--- config.mk ---
export PLATFORM = sky130hd
export DESIGN_NAME = wgc_ctrl
export DESIGN_NICKNAME = d
export VERILOG_FILES = /design/src/inc/wgc_pkg.sv /design/src/wgc_deadband.sv /design/src/wgc_ctrl.sv
export VERILOG_INCLUDE_DIRS = /design/src /design/src/inc
export SDC_FILE = /design/constraint.sdc
export NUM_CORES = 1
export LEC_CHECK = 0
export ABC_AREA = 1
export ABC_CLOCK_PERIOD_IN_PS = 3400
export BUFFER_PORTS_ARGS = -buffer_cell sky130_fd_sc_hd__buf_2
export CELL_PAD_IN_SITES_DETAIL_PLACEMENT = 2
export CELL_PAD_IN_SITES_GLOBAL_PLACEMENT = 2
export CORE_MARGIN = 3
export CORE_UTILIZATION = 30
export DETAILED_ROUTE_END_ITERATION = 8
export GPL_ROUTABILITY_DRIVEN = 0
export GPL_TIMING_DRIVEN = 0
export PLACE_DENSITY = 0.71
export SYNTH_ARGS = -nofsm -noshare
export SYNTH_HDL_FRONTEND = slang
export SYNTH_SLANG_ARGS = --single-unit
export TNS_END_PERCENT = 1
--- constraint.sdc ---
create_clock -name clk_sys -period 3.4 [get_ports clk_sys]
set_clock_uncertainty 0.1 [all_clocks]
set_input_delay 0.17 -clock clk_sys [delete_from_list [all_inputs] [get_ports clk_sys]]
set_output_delay 0.17 -clock clk_sys [all_outputs]
set_load 0.01 [all_outputs]
--- src/inc/wgc_regs.svh ---
/*
  Register map, field positions and reset values of the waveform generator
  control block. Assumes it is included by bare name and sits on the include path.
*/
`ifndef WGC_REGS_SVH
`define WGC_REGS_SVH

// -----------------------------------------------------------------
// Register addresses
// -----------------------------------------------------------------
`define WGC_ADDR_W 3
`define WGC_ADDR_CTRL0 3'h0
`define WGC_ADDR_CTRL1 3'h1
`define WGC_ADDR_DB_RISE 3'h2
`define WGC_ADDR_DB_FALL 3'h3
`define WGC_ADDR_STEER 3'h4

// -----------------------------------------------------------------
// Field positions
// -----------------------------------------------------------------
`define WGC_BIT_ENABLE 7
`define WGC_BIT_LOAD 6
`define WGC_MODE_MSB 2
`define WGC_BIT_IN_VALUE 5
`define WGC_POL_MSB 3
`define WGC_DB_MSB 5
`define WGC_STEER_MSB 3
`define WGC_DB_W 6

// -----------------------------------------------------------------
// Mode encodings and reset values
// -----------------------------------------------------------------
`define WGC_MODE_STEER_CODE 3'h0
`define WGC_MODE_SYNC_STEER_CODE 3'h1
`define WGC_MODE_FWD_CODE 3'h2
`define WGC_MODE_REV_CODE 3'h3
`define WGC_MODE_HALF_CODE 3'h4
`define WGC_MODE_PUSH_PULL_CODE 3'h5
`define WGC_MODE_RSV6_CODE 3'h6
`define WGC_MODE_RSV7_CODE 3'h7
`define WGC_READ_ZERO 8'h00
`define WGC_OUT_OFF 4'h0

`endif

--- src/inc/wgc_pkg.sv ---
/*
  Types of the waveform generator control block: mode enumeration and the
  state records of the control module and the dead-band timer.
  Assumes wgc_regs.svh is on the include path.
*/
`include "wgc_regs.svh"

package wgc_pkg;

  typedef enum logic [2:0] {
    WGC_MODE_STEER = `WGC_MODE_STEER_CODE,
    WGC_MODE_SYNC_STEER = `WGC_MODE_SYNC_STEER_CODE,
    WGC_MODE_FWD = `WGC_MODE_FWD_CODE,
    WGC_MODE_REV = `WGC_MODE_REV_CODE,
    WGC_MODE_HALF = `WGC_MODE_HALF_CODE,
    WGC_MODE_PUSH_PULL = `WGC_MODE_PUSH_PULL_CODE,
    WGC_MODE_RSV6 = `WGC_MODE_RSV6_CODE,
    WGC_MODE_RSV7 = `WGC_MODE_RSV7_CODE
  } wgc_mode_t;

  typedef struct packed {
    logic enable;
    logic load_req;
    wgc_mode_t mode;
    logic [3:0] pol;
    logic [3:0] steer_buf;
    logic [3:0] steer_act;
    logic pp_phase;
    logic in_meta;
    logic in_sync;
    logic in_prev;
    logic [3:0] out;
    logic [7:0] rdata;
  } wgc_ctrl_state_t;

  typedef struct packed {
    logic [5:0] rise_buf;
    logic [5:0] fall_buf;
    logic [5:0] rise_act;
    logic [5:0] fall_act;
  } wgc_db_state_t;

  typedef struct packed {
    logic prev;
    logic [5:0] cnt;
    logic hi;
    logic lo;
  } wgc_timer_state_t;

endpackage

--- src/wgc_deadband.sv ---
/*
  Dead-band timer: delays the high and the low phase of a level by separate
  cycle counts. Assumes the level is already synchronous to clk_sys.
*/
`timescale 1ns/1ps
`default_nettype none

module wgc_deadband
  import wgc_pkg::*;
(
  input wire logic clk_sys,
  input wire logic sys_rst,
  input wire logic level,
  input wire logic [5:0] rise_cnt,
  input wire logic [5:0] fall_cnt,
  output logic hi_q,
  output logic lo_q
);

  wgc_timer_state_t st_q;
  wgc_timer_state_t st_d;

  // -----------------------------------------------------------------
  // Timer
  // -----------------------------------------------------------------
  always_comb begin
    st_d = st_q;
    st_d.prev = level;
    if (level != st_q.prev) begin
      st_d.cnt = 6'h00;
      st_d.hi = level && (rise_cnt == 6'h00);
      st_d.lo = !level && (fall_cnt == 6'h00);
    end else begin
      // The done flags are sticky so that a count that was still unknown
      // after power-on resolves once software writes it.
      st_d.cnt = 6'(st_q.cnt + 6'h01);
      if (level) begin
        st_d.hi = st_q.hi || (6'(st_q.cnt + 6'h01) == rise_cnt);
      end else begin
        st_d.lo = st_q.lo || (6'(st_q.cnt + 6'h01) == fall_cnt);
      end
    end
  end

  always_ff @(posedge clk_sys or posedge sys_rst) begin
    if (sys_rst) begin
      st_q <= '0;
    end else begin
      st_q <= st_d;
    end
  end

  assign hi_q = st_q.hi;
  assign lo_q = st_q.lo;

  // -----------------------------------------------------------------
  // Checks
  // -----------------------------------------------------------------
  rise_delay_count_a: assert property (
    @(posedge clk_sys) disable iff (sys_rst)
    $rose(st_q.hi) |-> st_q.cnt == $past(rise_cnt))
    else $error("rising dead-band delay differs from the programmed count");

  fall_delay_count_a: assert property (
    @(posedge clk_sys) disable iff (sys_rst)
    $rose(st_q.lo) |-> st_q.cnt == $past(fall_cnt))
    else $error("falling dead-band delay differs from the programmed count");

  rise_hold_off_a: assert property (
    @(posedge clk_sys) disable iff (sys_rst)
    (level && !st_q.prev && rise_cnt == 6'h02)
      |=> !st_q.hi ##1 !st_q.hi ##1 (st_q.hi || !level))
    else $error("output asserted before the rising dead-band expired");

endmodule

`default_nettype wire

--- src/wgc_ctrl.sv ---
/*
  Control registers and output steering of a complementary waveform generator:
  enable, buffered load, mode, polarity, steering and dead-band counts.
  Assumes a one-cycle register port on clk_sys and an asynchronous wave_in pin.
*/
// Decided for this implementation: the plain strobed port and the address map.
`timescale 1ns/1ps
`default_nettype none

`include "wgc_regs.svh"

// Operation
// - The enable bit turns the generator on when one and holds all outputs off when zero.
// - Writing one to the load request moves buffered settings to the active set at the next input edge, then hardware clears it.
// - The load request is only taken while the module is already enabled, never in the write that enables it.
// - Mode 101 gives push-pull outputs and mode 100 gives half-bridge outputs.
// - Mode 011 gives a reverse full bridge and mode 010 a forward full bridge.
// - Mode 001 is synchronous steering, 000 plain steering, and 110 and 111 are reserved.
// - Each of the four outputs has its own polarity bit, one inverting it.
// - A six-bit field of the rising dead-band register supplies the rising-event count.
// - Unimplemented register bits ignore writes and read as zero.
// - Control bits reset to zero while dead-band counts keep their value across resets.
// - In plain steering a steering change takes effect at once.
// - In synchronous steering a steering change waits for the next rising input edge.
// - A separate six-bit field holds the falling-event dead-band count.
module wgc_ctrl
  import wgc_pkg::*;
(
  input wire logic clk_sys,
  input wire logic sys_rst,
  input wire logic [2:0] reg_addr,
  input wire logic [7:0] reg_wdata,
  input wire logic reg_wr,
  input wire logic reg_rd,
  output logic [7:0] reg_rdata,
  input wire logic wave_in,
  output logic [3:0] wave_out
);

  wgc_ctrl_state_t st_q;
  wgc_ctrl_state_t st_d;
  wgc_db_state_t db_q;
  wgc_db_state_t db_d;
  logic db_hi;
  logic db_lo;
  logic rise_evt;
  logic edge_evt;
  logic [3:0] bridge;
  logic [3:0] raw;

  assign rise_evt = st_q.in_sync && !st_q.in_prev;
  assign edge_evt = st_q.in_sync != st_q.in_prev;

  // -----------------------------------------------------------------
  // Dead-band timer
  // -----------------------------------------------------------------
  wgc_deadband u_deadband (
    .clk_sys(clk_sys),
    .sys_rst(sys_rst),
    .level(st_q.in_sync),
    .rise_cnt(db_q.rise_act),
    .fall_cnt(db_q.fall_act),
    .hi_q(db_hi),
    .lo_q(db_lo)
  );

  // -----------------------------------------------------------------
  // Next state
  // -----------------------------------------------------------------
  always_comb begin
    st_d = st_q;
    db_d = db_q;
    st_d.rdata = `WGC_READ_ZERO;
    st_d.in_meta = wave_in;
    st_d.in_sync = st_q.in_meta;
    st_d.in_prev = st_q.in_sync;

    // Synchronous steering holds the old selection until a rising edge so
    // that only whole pulses reach the pins.
    if (st_q.mode == WGC_MODE_SYNC_STEER) begin
      if (rise_evt) begin
        st_d.steer_act = st_q.steer_buf;
      end
    end else begin
      st_d.steer_act = st_q.steer_buf;
    end

    if (rise_evt) begin
      st_d.pp_phase = !st_q.pp_phase;
    end

    // While disabled the active counts track the buffers, so a fresh enable
    // starts with what software last wrote.
    if (!st_q.enable) begin
      db_d.rise_act = db_q.rise_buf;
      db_d.fall_act = db_q.fall_buf;
      st_d.load_req = 1'b0;
    end else if (st_q.load_req && edge_evt) begin
      db_d.rise_act = db_q.rise_buf;
      db_d.fall_act = db_q.fall_buf;
      st_d.load_req = 1'b0;
    end

    // A write that sets the request wins over the hardware clear above.
    if (reg_wr) begin
      if (reg_addr == `WGC_ADDR_CTRL0) begin
        st_d.enable = reg_wdata[`WGC_BIT_ENABLE];
        st_d.mode = wgc_mode_t'(reg_wdata[`WGC_MODE_MSB:0]);
        if (st_q.enable && reg_wdata[`WGC_BIT_LOAD]) begin
          st_d.load_req = 1'b1;
        end
      end else if (reg_addr == `WGC_ADDR_CTRL1) begin
        st_d.pol = reg_wdata[`WGC_POL_MSB:0];
      end else if (reg_addr == `WGC_ADDR_DB_RISE) begin
        db_d.rise_buf = reg_wdata[`WGC_DB_MSB:0];
      end else if (reg_addr == `WGC_ADDR_DB_FALL) begin
        db_d.fall_buf = reg_wdata[`WGC_DB_MSB:0];
      end else if (reg_addr == `WGC_ADDR_STEER) begin
        st_d.steer_buf = reg_wdata[`WGC_STEER_MSB:0];
      end
    end

    if (reg_rd) begin
      if (reg_addr == `WGC_ADDR_CTRL0) begin
        st_d.rdata = {st_q.enable, st_q.load_req, 3'h0, st_q.mode};
      end else if (reg_addr == `WGC_ADDR_CTRL1) begin
        st_d.rdata = {2'h0, st_q.in_sync, 1'b0, st_q.pol};
      end else if (reg_addr == `WGC_ADDR_DB_RISE) begin
        st_d.rdata = {2'h0, db_q.rise_buf};
      end else if (reg_addr == `WGC_ADDR_DB_FALL) begin
        st_d.rdata = {2'h0, db_q.fall_buf};
      end else if (reg_addr == `WGC_ADDR_STEER) begin
        st_d.rdata = {4'h0, st_q.steer_buf};
      end else begin
        st_d.rdata = `WGC_READ_ZERO;
      end
    end

    // Output order is {D, C, B, A}.
    bridge = `WGC_OUT_OFF;
    case (st_q.mode)
      WGC_MODE_HALF: begin
        bridge = {db_lo, db_hi, db_lo, db_hi};
      end
      WGC_MODE_PUSH_PULL: begin
        bridge = {db_hi && !st_q.pp_phase, db_hi && st_q.pp_phase,
                  db_hi && !st_q.pp_phase, db_hi && st_q.pp_phase};
      end
      WGC_MODE_FWD: begin
        bridge = {db_hi, 1'b0, 1'b0, 1'b1};
      end
      WGC_MODE_REV: begin
        bridge = {1'b0, 1'b1, db_hi, 1'b0};
      end
      default: begin
        bridge = `WGC_OUT_OFF;
      end
    endcase

    // In the steering modes polarity applies to steered pins only; unsteered pins stay low.
    if (st_q.mode == WGC_MODE_STEER || st_q.mode == WGC_MODE_SYNC_STEER) begin
      raw = st_q.steer_act & ({4{st_q.in_sync}} ^ st_q.pol);
    end else if (st_q.mode == WGC_MODE_RSV6 || st_q.mode == WGC_MODE_RSV7) begin
      raw = `WGC_OUT_OFF;
    end else begin
      raw = bridge ^ st_q.pol;
    end

    if (!st_q.enable) begin
      raw = `WGC_OUT_OFF;
    end
    st_d.out = raw;
  end

  // -----------------------------------------------------------------
  // Registers
  // -----------------------------------------------------------------
  always_ff @(posedge clk_sys or posedge sys_rst) begin
    if (sys_rst) begin
      st_q <= '0;
    end else begin
      st_q <= st_d;
    end
  end

  // Dead-band counts carry no reset so they survive every reset.
  always_ff @(posedge clk_sys) begin
    db_q <= db_d;
  end

  assign reg_rdata = st_q.rdata;
  assign wave_out = st_q.out;

  // -----------------------------------------------------------------
  // Checks
  // -----------------------------------------------------------------
  disabled_outputs_off_a: assert property (
    @(posedge clk_sys) disable iff (sys_rst)
    !st_q.enable |=> st_q.out == `WGC_OUT_OFF)
    else $error("outputs active while the module is disabled");

  load_transfer_a: assert property (
    @(posedge clk_sys) disable iff (sys_rst)
    (st_q.enable && st_q.load_req && edge_evt && !reg_wr)
      |=> !st_q.load_req && db_q.rise_act == $past(db_q.rise_buf)
          && db_q.fall_act == $past(db_q.fall_buf))
    else $error("buffered load did not transfer and clear on the input edge");

  load_gate_a: assert property (
    @(posedge clk_sys) disable iff (sys_rst)
    (reg_wr && reg_addr == `WGC_ADDR_CTRL0 && !st_q.enable) |=> !st_q.load_req)
    else $error("load request taken while the module was disabled");

  push_pull_phase_a: assert property (
    @(posedge clk_sys) disable iff (sys_rst)
    rise_evt |=> st_q.pp_phase != $past(st_q.pp_phase))
    else $error("push-pull phase did not alternate on a rising edge");

  forward_bridge_a: assert property (
    @(posedge clk_sys) disable iff (sys_rst)
    (st_q.enable && st_q.mode == WGC_MODE_FWD)
      |=> st_q.out[0] == !$past(st_q.pol[0]) && st_q.out[2] == $past(st_q.pol[2]))
    else $error("forward bridge static outputs wrong");

  reserved_off_a: assert property (
    @(posedge clk_sys) disable iff (sys_rst)
    (st_q.mode == WGC_MODE_RSV6 || st_q.mode == WGC_MODE_RSV7) |=> st_q.out == 4'h0)
    else $error("reserved mode drove the outputs");

  steer_polarity_a: assert property (
    @(posedge clk_sys) disable iff (sys_rst)
    (st_q.enable && st_q.mode == WGC_MODE_STEER && st_q.steer_act[0])
      |=> st_q.out[0] == ($past(st_q.in_sync) ^ $past(st_q.pol[0])))
    else $error("steered output polarity wrong");

  unused_bits_zero_a: assert property (
    @(posedge clk_sys) disable iff (sys_rst)
    (reg_rd && reg_addr == `WGC_ADDR_CTRL0) |=> reg_rdata[5:3] == 3'h0)
    else $error("unimplemented control bits read as nonzero");

  steer_immediate_a: assert property (
    @(posedge clk_sys) disable iff (sys_rst)
    st_q.mode == WGC_MODE_STEER |=> st_q.steer_act == $past(st_q.steer_buf))
    else $error("plain steering change was delayed");

  steer_deferred_a: assert property (
    @(posedge clk_sys) disable iff (sys_rst)
    (st_q.mode == WGC_MODE_SYNC_STEER && !rise_evt)
      |=> st_q.steer_act == $past(st_q.steer_act))
    else $error("synchronous steering changed away from a rising edge");

endmodule

`default_nettype wire

==> out/summary.json, run 1 <==
{
  "yosys": {
    "yosysMostFrequentCell": "sky130_fd_sc_hd__nand2_1",
    "async_reset_ff_share_pct": 63.08,
    "synth.area.top_cells": "sky130_fd_sc_hd__dfrtp_1 (33%), sky130_fd_sc_hd__edfxtp_1 (23%), sky130_fd_sc_hd__nand2_1 (9.6%), sky130_fd_sc_hd__inv_1 (5.5%), sky130_fd_sc_hd__o21ai_0 (5.1%)",
    "synth_largest_area_cell": "sky130_fd_sc_hd__dfrtp_1",
    "number_of_distinct_library_cell_variants_in_the_gate_level_netlist_after_synthesis": 30,
    "syn-cell-area_um2": 3115,
    "synth-seq-area-share_pct": 56.06,
    "yosys.area.top_type_share_pct": 32.93,
    "ys.warnings.count": 0,
    "dominantRegCellSynth": "sky130_fd_sc_hd__dfrtp_1",
    "synth_fp_nets": 365,
    "number_of_flops_mapped_to_enable_cells_by_yosys": 24,
    "yosys_register_bits": 65,
    "syn_inst": 343,
    "synth.avg_cell_area_um2": 9.083,
    "netlist_top_cells_count": "sky130_fd_sc_hd__nand2_1 (80), sky130_fd_sc_hd__inv_1 (46), sky130_fd_sc_hd__dfrtp_1 (41)"
  },
  "critical_path": {
    "critical_path_at_ns": 2.86,
    "critical_path.reg2reg.endpoint": "db_q[9]",
    "cp_cell_sequence": "inv_1, ha_1, clkbuf_1, inv_1, o21ai_1",
    "r2r_cells": 5,
    "worst-setup-path-type": "flip-flop to flip-flop",
    "reg2reg_setup_slack_ns": 0.41,
    "timing.critical_path.mode_cell": "sky130_fd_sc_hd__inv_1",
    "worstSetupEndpoint": "db_q[9]",
    "cp_max_fo": 12,
    "crit_start": "st_d[12]",
    "slowest_delay_ns": 0.88,
    "crit-reg2reg-launch": "st_d[12]",
    "critical-path-slowest-cell": "sky130_fd_sc_hd__o21ai_1",
    "timing.critical_path.from_type": "flip-flop",
    "worst-endpoint-required_ns": 3.27,
    "end_kind": "flip-flop"
  },
  "cts": {
    "ctsResizeCount": 0,
    "cts_max_path_buffers": 2,
    "cts.clk_slew.worst_paths_ns": 0.07,
    "cts_num_sinks": 65,
    "numCtsBuffers": 9,
    "tritoncts": "built",
    "clock_tree.root_cell": "sky130_fd_sc_hd__clkbuf_8",
    "htreeDepth": 3,
    "worstSkewPairLatency_ns": 0.35
  },
  "die": {
    "fp.dieArea_um2": 11640,
    "die_height_um": 107.9,
    "std_cell_rows": 36,
    "ioPinCount": 28,
    "fp.coreArea_um2": 9955,
    "dieWidth_um": 107.9,
    "initial_core_util_pct": 31.30
  },
  "run_status": {
    "status": "finished, final reports clean"
  },
  "sta": {
    "finalSetupViolCount": 0,
    "finalCritPeriodShare_pct": 87.95,
    "slew_at_the_pin_with_the_worst_max_slew_slack_ns": 1.087,
    "rsz0062_at_grt": "false",
    "final-hold-violation-count": 0,
    "timing.fmax_mhz": 334.4,
    "accumulated_negative_setup_slack_ns": 0,
    "fin_hold_ws_ns": 0.1049,
    "final_period_minus_worst_setup_slack_ns": 2.990,
    "worst_slew_margin_rel_pct": 27.03,
    "finalMaxSlewViolations": 0
  },
  "power": {
    "switching_share_pct": 29.28,
    "switching_power_w": 0.0006404,
    "leakagePower_nw": 1.794,
    "pwr-share-comb_pct": 17.1,
    "p_seq_share_pct": 46.3,
    "clock_power_share_pct": 36.6,
    "internal-power_w": 0.001547,
    "power.total_w": 0.002187,
    "power-per-cell-area_nw_per_um2": 576.4,
    "peakVddDrop_mv": 0.1844
  },
  "cells_and_area": {
    "final_nets": 415,
    "post_layout_nonfiller_instances": 531,
    "synthToLayoutAreaGrowth_pct": 21.81,
    "final.fill_count": 1112,
    "layout-drive-gt1-share_pct": 17.09,
    "insertedDiodeCount": 0
  },
  "placement": {
    "dp.final_hpwl_um": 6642,
    "placement.io_buffers": 27,
    "post-place-cells": 504
  },
  "min_path": {
    "hp-class": "input port to flip-flop",
    "min-delay-start": "reg_addr[1]"
  },
  "route": {
    "detail_routed_via_count_per_cell": 4.680,
    "drc": 0,
    "ant_nets": 0,
    "avgRoutedWirePerCell_um": 16.66,
    "drt-total-wl_um": 8848,
    "drt_iter0_drc": 56,
    "dr_total_vias": 2485,
    "detailedRoute.firstPassIterationCount": 4
  },
  "global_route": {
    "first_global_vias": 2797,
    "globalRoute.totalOverflow": 0,
    "gr-usage-all-layers_pct": 16.85,
    "grt_start_max_net_pins": 23,
    "grt_first_pass_wirelength_um": 14700,
    "initial_antenna_violation_count": 0
  },
  "flow_run": {
    "maxCapViolations": 0
  }
}
==> worst min-delay path by stage <==
stage,endpoint,slack [ns],cells past startpoint
floorplan,st_d[13],0.10,0
finish,reg_rdata[5],0.10,4
CTS,reg_rdata[5],0.09,4
global placement,st_d[13],0.18,1
detailed placement,wave_out[1],0.15,2
global route,reg_rdata[5],0.12,4
==> through the flow <==
step	utilization, %	instance area (um^2)	worst slack, ns
2_1_floorplan	-	3115	0.7901
3_3_place_gp	34.33	3417	0.03183
3_5_place_dp	34.60	3445	0.3544
4_1_cts	38.12	3795	0.3197
5_1_grt	38.12	3795	0.1142
6_report	38.12	3795	0.4096
==> layout make-up <==
| type | instances | area (um^2) | share of cell area, % |
|---|---|---|---|
| buffer | 14 | 97.59 | 2.572 |
| clock buffer | 12 | 166.4 | 4.385 |
| clock inverter | 4 | 73.82 | 1.945 |
| inverter | 46 | 172.7 | 4.550 |
| multi-input combinational | 218 | 1099 | 28.95 |
| sequential | 65 | 1747 | 46.03 |
| tap | 133 | 166.4 | 4.385 |
| timing repair buffer | 39 | 272.8 | 7.188 |
==> cells in the final DEF (no fill, tap or decap), types with 4 or more instances in the layout <==
master | Yosys | layout
sky130_fd_sc_hd__nand3_1 | 20 | 20
sky130_fd_sc_hd__inv_1 | 46 | 45
sky130_fd_sc_hd__ha_1 | 6 | 6
sky130_fd_sc_hd__buf_4 | 12 | 12
sky130_fd_sc_hd__mux2_2 | 4 | 4
sky130_fd_sc_hd__o21ai_0 | 32 | 31
sky130_fd_sc_hd__dfrtp_1 | 41 | 41
sky130_fd_sc_hd__edfxtp_1 | 24 | 24
sky130_fd_sc_hd__clkbuf_8 | 0 | 10
sky130_fd_sc_hd__buf_2 | 0 | 27
sky130_fd_sc_hd__nand4_1 | 5 | 5
sky130_fd_sc_hd__nand2_1 | 80 | 80
sky130_fd_sc_hd__nor2_1 | 31 | 31
sky130_fd_sc_hd__a21oi_1 | 13 | 13
sky130_fd_sc_hd__dlygate4sd3_1 | 0 | 11
==> power groups by stage <==
stage | logic (W) | registers (W) | clock network (W)
floorplan | 0.000257 | 0.000986 | 0
global placement | 0.000344 | 0.00102 | 0
detailed placement | 0.000368 | 0.00103 | 0
CTS | 0.000384 | 0.00101 | 0.000828
global route | 0.000434 | 0.00103 | 0.000858
finish | 0.000374 | 0.00101 | 0.000801
==> layer usage <==
| layer | track usage (%) | vias up | routed length [um] |
|---|---|---|---|
| li1 | - | 1214 | - |
| met5 | 0 | - | 0 |
| met2 | 29.09 | 33 | 4483 |
| met4 | 6.312 | 0 | 156 |
| met3 | 3.359 | 14 | 260 |
| met1 | 20.81 | 1224 | 3947 |
==> critical path, delay by kind of cell (launching register included) <==
family	cells	cell delay (ns)
AO/OA/AOI/OAI	1	0.88
buffers and inverters	3	0.75
flip-flops	1	0.56
adder cells (fa/ha/maj)	1	0.31
==> flip-flops by register name, indices dropped and copies added (netlist names) <==
name	count
wave_out	4
u_deadband.lo_q	1
u_deadband.st_q	7
st_d	2
reg_rdata	8
db_q	24
u_deadband.hi_q	1
st_q	18
==> what timing repair did <==
action / 4_1_cts / 5_1_grt
hold endpoints to repair: 35 / 0
hold buffers: 11 / 0
setup buffers: 0 / 0
==> kinds of logic after synthesis <==
kind of cell | after synthesis | synth area share, %
fa+ha+maj | 6 | 2.410
compound gates | 54 | 9.518
buf+inv | 60 | 8.675
xor+xnor | 3 | 0.8435
flops | 65 | 56.06
mux | 4 | 1.446
simple gates | 151 | 21.04
(Power assumes the default switching activity.)
==> run 2: changes to the inputs <==
Settings changed: PLACE_DENSITY 0.71 to 0.72, SYNTH_HIERARCHICAL from default to 1.
==> out/summary.json, run 2 <==
{
  "yosys": {
    "dominantRegCellSynth": "sky130_fd_sc_hd__dfrtp_1",
    "yosys.area.top_type_share_pct": 33.18,
    "yosysMostFrequentCell": "sky130_fd_sc_hd__nand2_1",
    "synth-seq-area-share_pct": 55.92,
    "synth.avg_cell_area_um2": 8.899,
    "number_of_flops_mapped_to_enable_cells_by_yosys": 24,
    "synth.area.top_cells": "sky130_fd_sc_hd__dfrtp_1 (33%), sky130_fd_sc_hd__edfxtp_1 (23%), sky130_fd_sc_hd__nand2_1 (9.6%), sky130_fd_sc_hd__inv_1 (6.0%), sky130_fd_sc_hd__nand3_1 (4.3%)",
    "ys.warnings.count": 6,
    "synth_fp_nets": 376,
    "async_reset_ff_share_pct": 63.64,
    "netlist_top_cells_count": "sky130_fd_sc_hd__nand2_1 (81), sky130_fd_sc_hd__inv_1 (51), sky130_fd_sc_hd__dfrtp_1 (42)",
    "syn-cell-area_um2": 3168,
    "syn_inst": 356,
    "yosys_register_bits": 66,
    "number_of_distinct_library_cell_variants_in_the_gate_level_netlist_after_synthesis": 28,
    "synth_largest_area_cell": "sky130_fd_sc_hd__dfrtp_1"
  },
  "critical_path": {
    "worstSetupEndpoint": "u_deadband/lo_q",
    "r2r_cells": 7,
    "cp_num_buf_inv": 2,
    "end_kind": "flip-flop",
    "critical_path_cell_count": 7,
    "critical-path-slowest-cell": "sky130_fd_sc_hd__dfrtp_1",
    "worst-endpoint-required_ns": 3.58,
    "critPathTopFamily": "flip-flops",
    "crit-reg2reg-launch": "st_d[12]",
    "reg2reg_setup_slack_ns": 1.16,
    "crit_start": "st_d[12]",
    "worst-setup-path-type": "flip-flop to flip-flop",
    "timing.critical_path.from_type": "flip-flop",
    "timing.critical_path.mode_cell": "sky130_fd_sc_hd__nand2_1",
    "cp_cell_sequence": "inv_1, ha_1, clkbuf_1, nand2_1, nor4_1, nand4_1, nand2_1",
    "cp_max_fo": 12,
    "slowest_delay_ns": 0.63,
    "critical_path_at_ns": 2.42,
    "critical_path.reg2reg.endpoint": "u_deadband/lo_q"
  },
  "cells_and_area": {
    "synthToLayoutAreaGrowth_pct": 17.93,
    "layout-drive-gt1-share_pct": 16.59,
    "mostFrequentLayoutCells": "sky130_fd_sc_hd__nand2_1 (81), sky130_fd_sc_hd__inv_1 (50), sky130_fd_sc_hd__dfrtp_1 (42)",
    "max_flop_register": "db_q",
    "largest_reg_flops": 24,
    "final_common_cell": "sky130_fd_sc_hd__nand2_1",
    "final_nets": 425,
    "insertedDiodeCount": 0,
    "final.fill_count": 1174
  },
  "power": {
    "switching_share_pct": 31.63,
    "clock_power_share_pct": 28.0,
    "peakVddDrop_mv": 0.1877,
    "p_seq_share_pct": 52.2,
    "pwr-share-comb_pct": 19.8,
    "leakagePower_nw": 1.778,
    "switching_power_w": 0.0006189,
    "power-per-cell-area_nw_per_um2": 523.8,
    "internal-power_w": 0.001338
  },
  "die": {
    "die_height_um": 108.8,
    "fp.dieArea_um2": 11830,
    "std_cell_rows": 36,
    "dieWidth_um": 108.8,
    "ioPinCount": 28,
    "fp.coreArea_um2": 10000,
    "initial_core_util_pct": 31.68
  },
  "sta": {
    "finalCritPeriodShare_pct": 65.75,
    "timing.fmax_mhz": 447.3,
    "finalSetupViolCount": 0,
    "worst_slew_margin_rel_pct": 33.40,
    "post-route-worst-setup-slack_ns": 1.164,
    "slew_at_the_pin_with_the_worst_max_slew_slack_ns": 0.9914,
    "final-hold-violation-count": 0,
    "finalMaxSlewViolations": 0,
    "accumulated_negative_setup_slack_ns": 0,
    "final_period_minus_worst_setup_slack_ns": 2.236,
    "rsz0062_at_grt": "false"
  },
  "cts": {
    "post-cts-setup-buffer-count": 0,
    "post_cts_hold_buffer_count": 10,
    "htreeDepth": 3,
    "worstSkewPairLatency_ns": 0.34,
    "clock_tree.root_cell": "sky130_fd_sc_hd__clkbuf_8",
    "tritoncts": "built",
    "cts_max_path_buffers": 2,
    "cts_num_sinks": 66,
    "ctsResizeCount": 0,
    "numCtsBuffers": 9,
    "cts.clk_slew.worst_paths_ns": 0.07
  },
  "placement": {
    "dp.final_hpwl_um": 6993,
    "detailedPlace.worstSlack_ns": 1.156,
    "placement.io_buffers": 27
  },
  "route": {
    "ant_nets": 0,
    "drc": 0,
    "drt-total-wl_um": 9009,
    "drt_iter0_drc": 59,
    "detail_routed_via_count_per_cell": 4.737,
    "detailedRoute.firstPassIterationCount": 4,
    "dr_total_vias": 2572,
    "avgRoutedWirePerCell_um": 16.59
  },
  "min_path": {
    "hp-class": "input port to flip-flop"
  },
  "run_status": {
    "status": "finished, final reports clean"
  },
  "global_route": {
    "grt_start_max_net_pins": 34,
    "grt_first_pass_wirelength_um": 15060,
    "initial_antenna_violation_count": 0,
    "first_global_vias": 2890,
    "globalRoute.totalOverflow": 0,
    "gr-usage-all-layers_pct": 16.86
  },
  "flow_run": {
    "maxCapViolations": 0
  }
}
-- run 2: changes by cell type after synthesis, sizes merged, moves of 2 or more --
cell    before  now
a21oi       14   20
ha           6    4
inv         46   53
mux2         4    0
nand3       21   30
nand3b       3    5
nand4        5    9
nor2        33   30
nor3         4    7
o21ai       33   26
o31ai        2    0
-- run 2: area by class of cell --
type	count	area, um^2	area share, %
tap	133	166.4	4.454
sequential	66	1772	47.42
multi-input combinational	222	1096	29.34
timing repair buffer	38	246.5	6.597
inverter	54	202.7	5.425
buffer	14	97.59	2.612
clock buffer	12	135.1	3.617
clock inverter	4	20.02	0.5358
-- run 2: per-layer routing --
layer | global-route usage [%] | vias up | wire length (um)
li1 | - | 1249 | -
met1 | 22.25 | 1279 | 4267
met2 | 28.24 | 36 | 4406
met3 | 3.197 | 8 | 242
met4 | 4.869 | 0 | 93
met5 | 0 | - | 0
-- run 2: power by group through the flow --
stage	Combinational, W	Clock [W]	Sequential (W)
after floorplan	0.000267	0	0.000997
final	0.000387	0.000548	0.00102
after detailed placement	0.000383	0	0.00104
after CTS	0.000395	0.000575	0.00102
after global routing	0.000451	0.000607	0.00104
after global placement	0.000358	0	0.00103
-- run 2: how the worst min path moves through the flow --
stage,slack (ns),cells after the start,end,from
2_1_floorplan,-0.10,1,u_deadband/hi_q,sys_rst
3_3_place_gp,0.08,2,u_deadband/lo_q,sys_rst
3_5_place_dp,0.09,2,u_deadband/lo_q,sys_rst
4_1_cts,0.04,3,reg_rdata[1],reg_rd
5_1_grt,0.06,3,reg_rdata[2],reg_rd
6_report,0.05,3,reg_rdata[1],reg_rd
-- run 2: cell families (layout without fill, tap and decap cells) --
group,after synthesis,after routing,synth area share (%)
simple gates,167,167,24.21
buf+inv,68,122,9.479
flops,66,66,55.92
compound gates,48,48,7.978
fa+ha+maj,4,4,1.580
xor+xnor,3,3,0.8295
-- run 2: worst reg2reg max path: cells and delay by family, from the launching register on --
family / cells / cell delay [ns]
DFF: 1 / 0.63
and+or+nand+nor: 4 / 0.60
buffers and inverters: 2 / 0.54
adders and majority gates: 1 / 0.31
-- run 2: per-stage QoR --
step | power (W) | std cells | utilization [%] | hold slack [ns] | instance area, um^2
finish | 0.001957 | 543 | 37.36 | 0.05383 | 3736
floorplan | 0.001263 | 356 | - | -0.1021 | 3168
detailed placement | 0.001422 | 517 | 34.81 | 0.08814 | 3481
CTS | 0.001993 | 543 | 37.36 | 0.03833 | 3736
global route | 0.002093 | 543 | 37.36 | 0.06373 | 3736
global placement | 0.001391 | 516 | 34.70 | 0.08295 | 3470
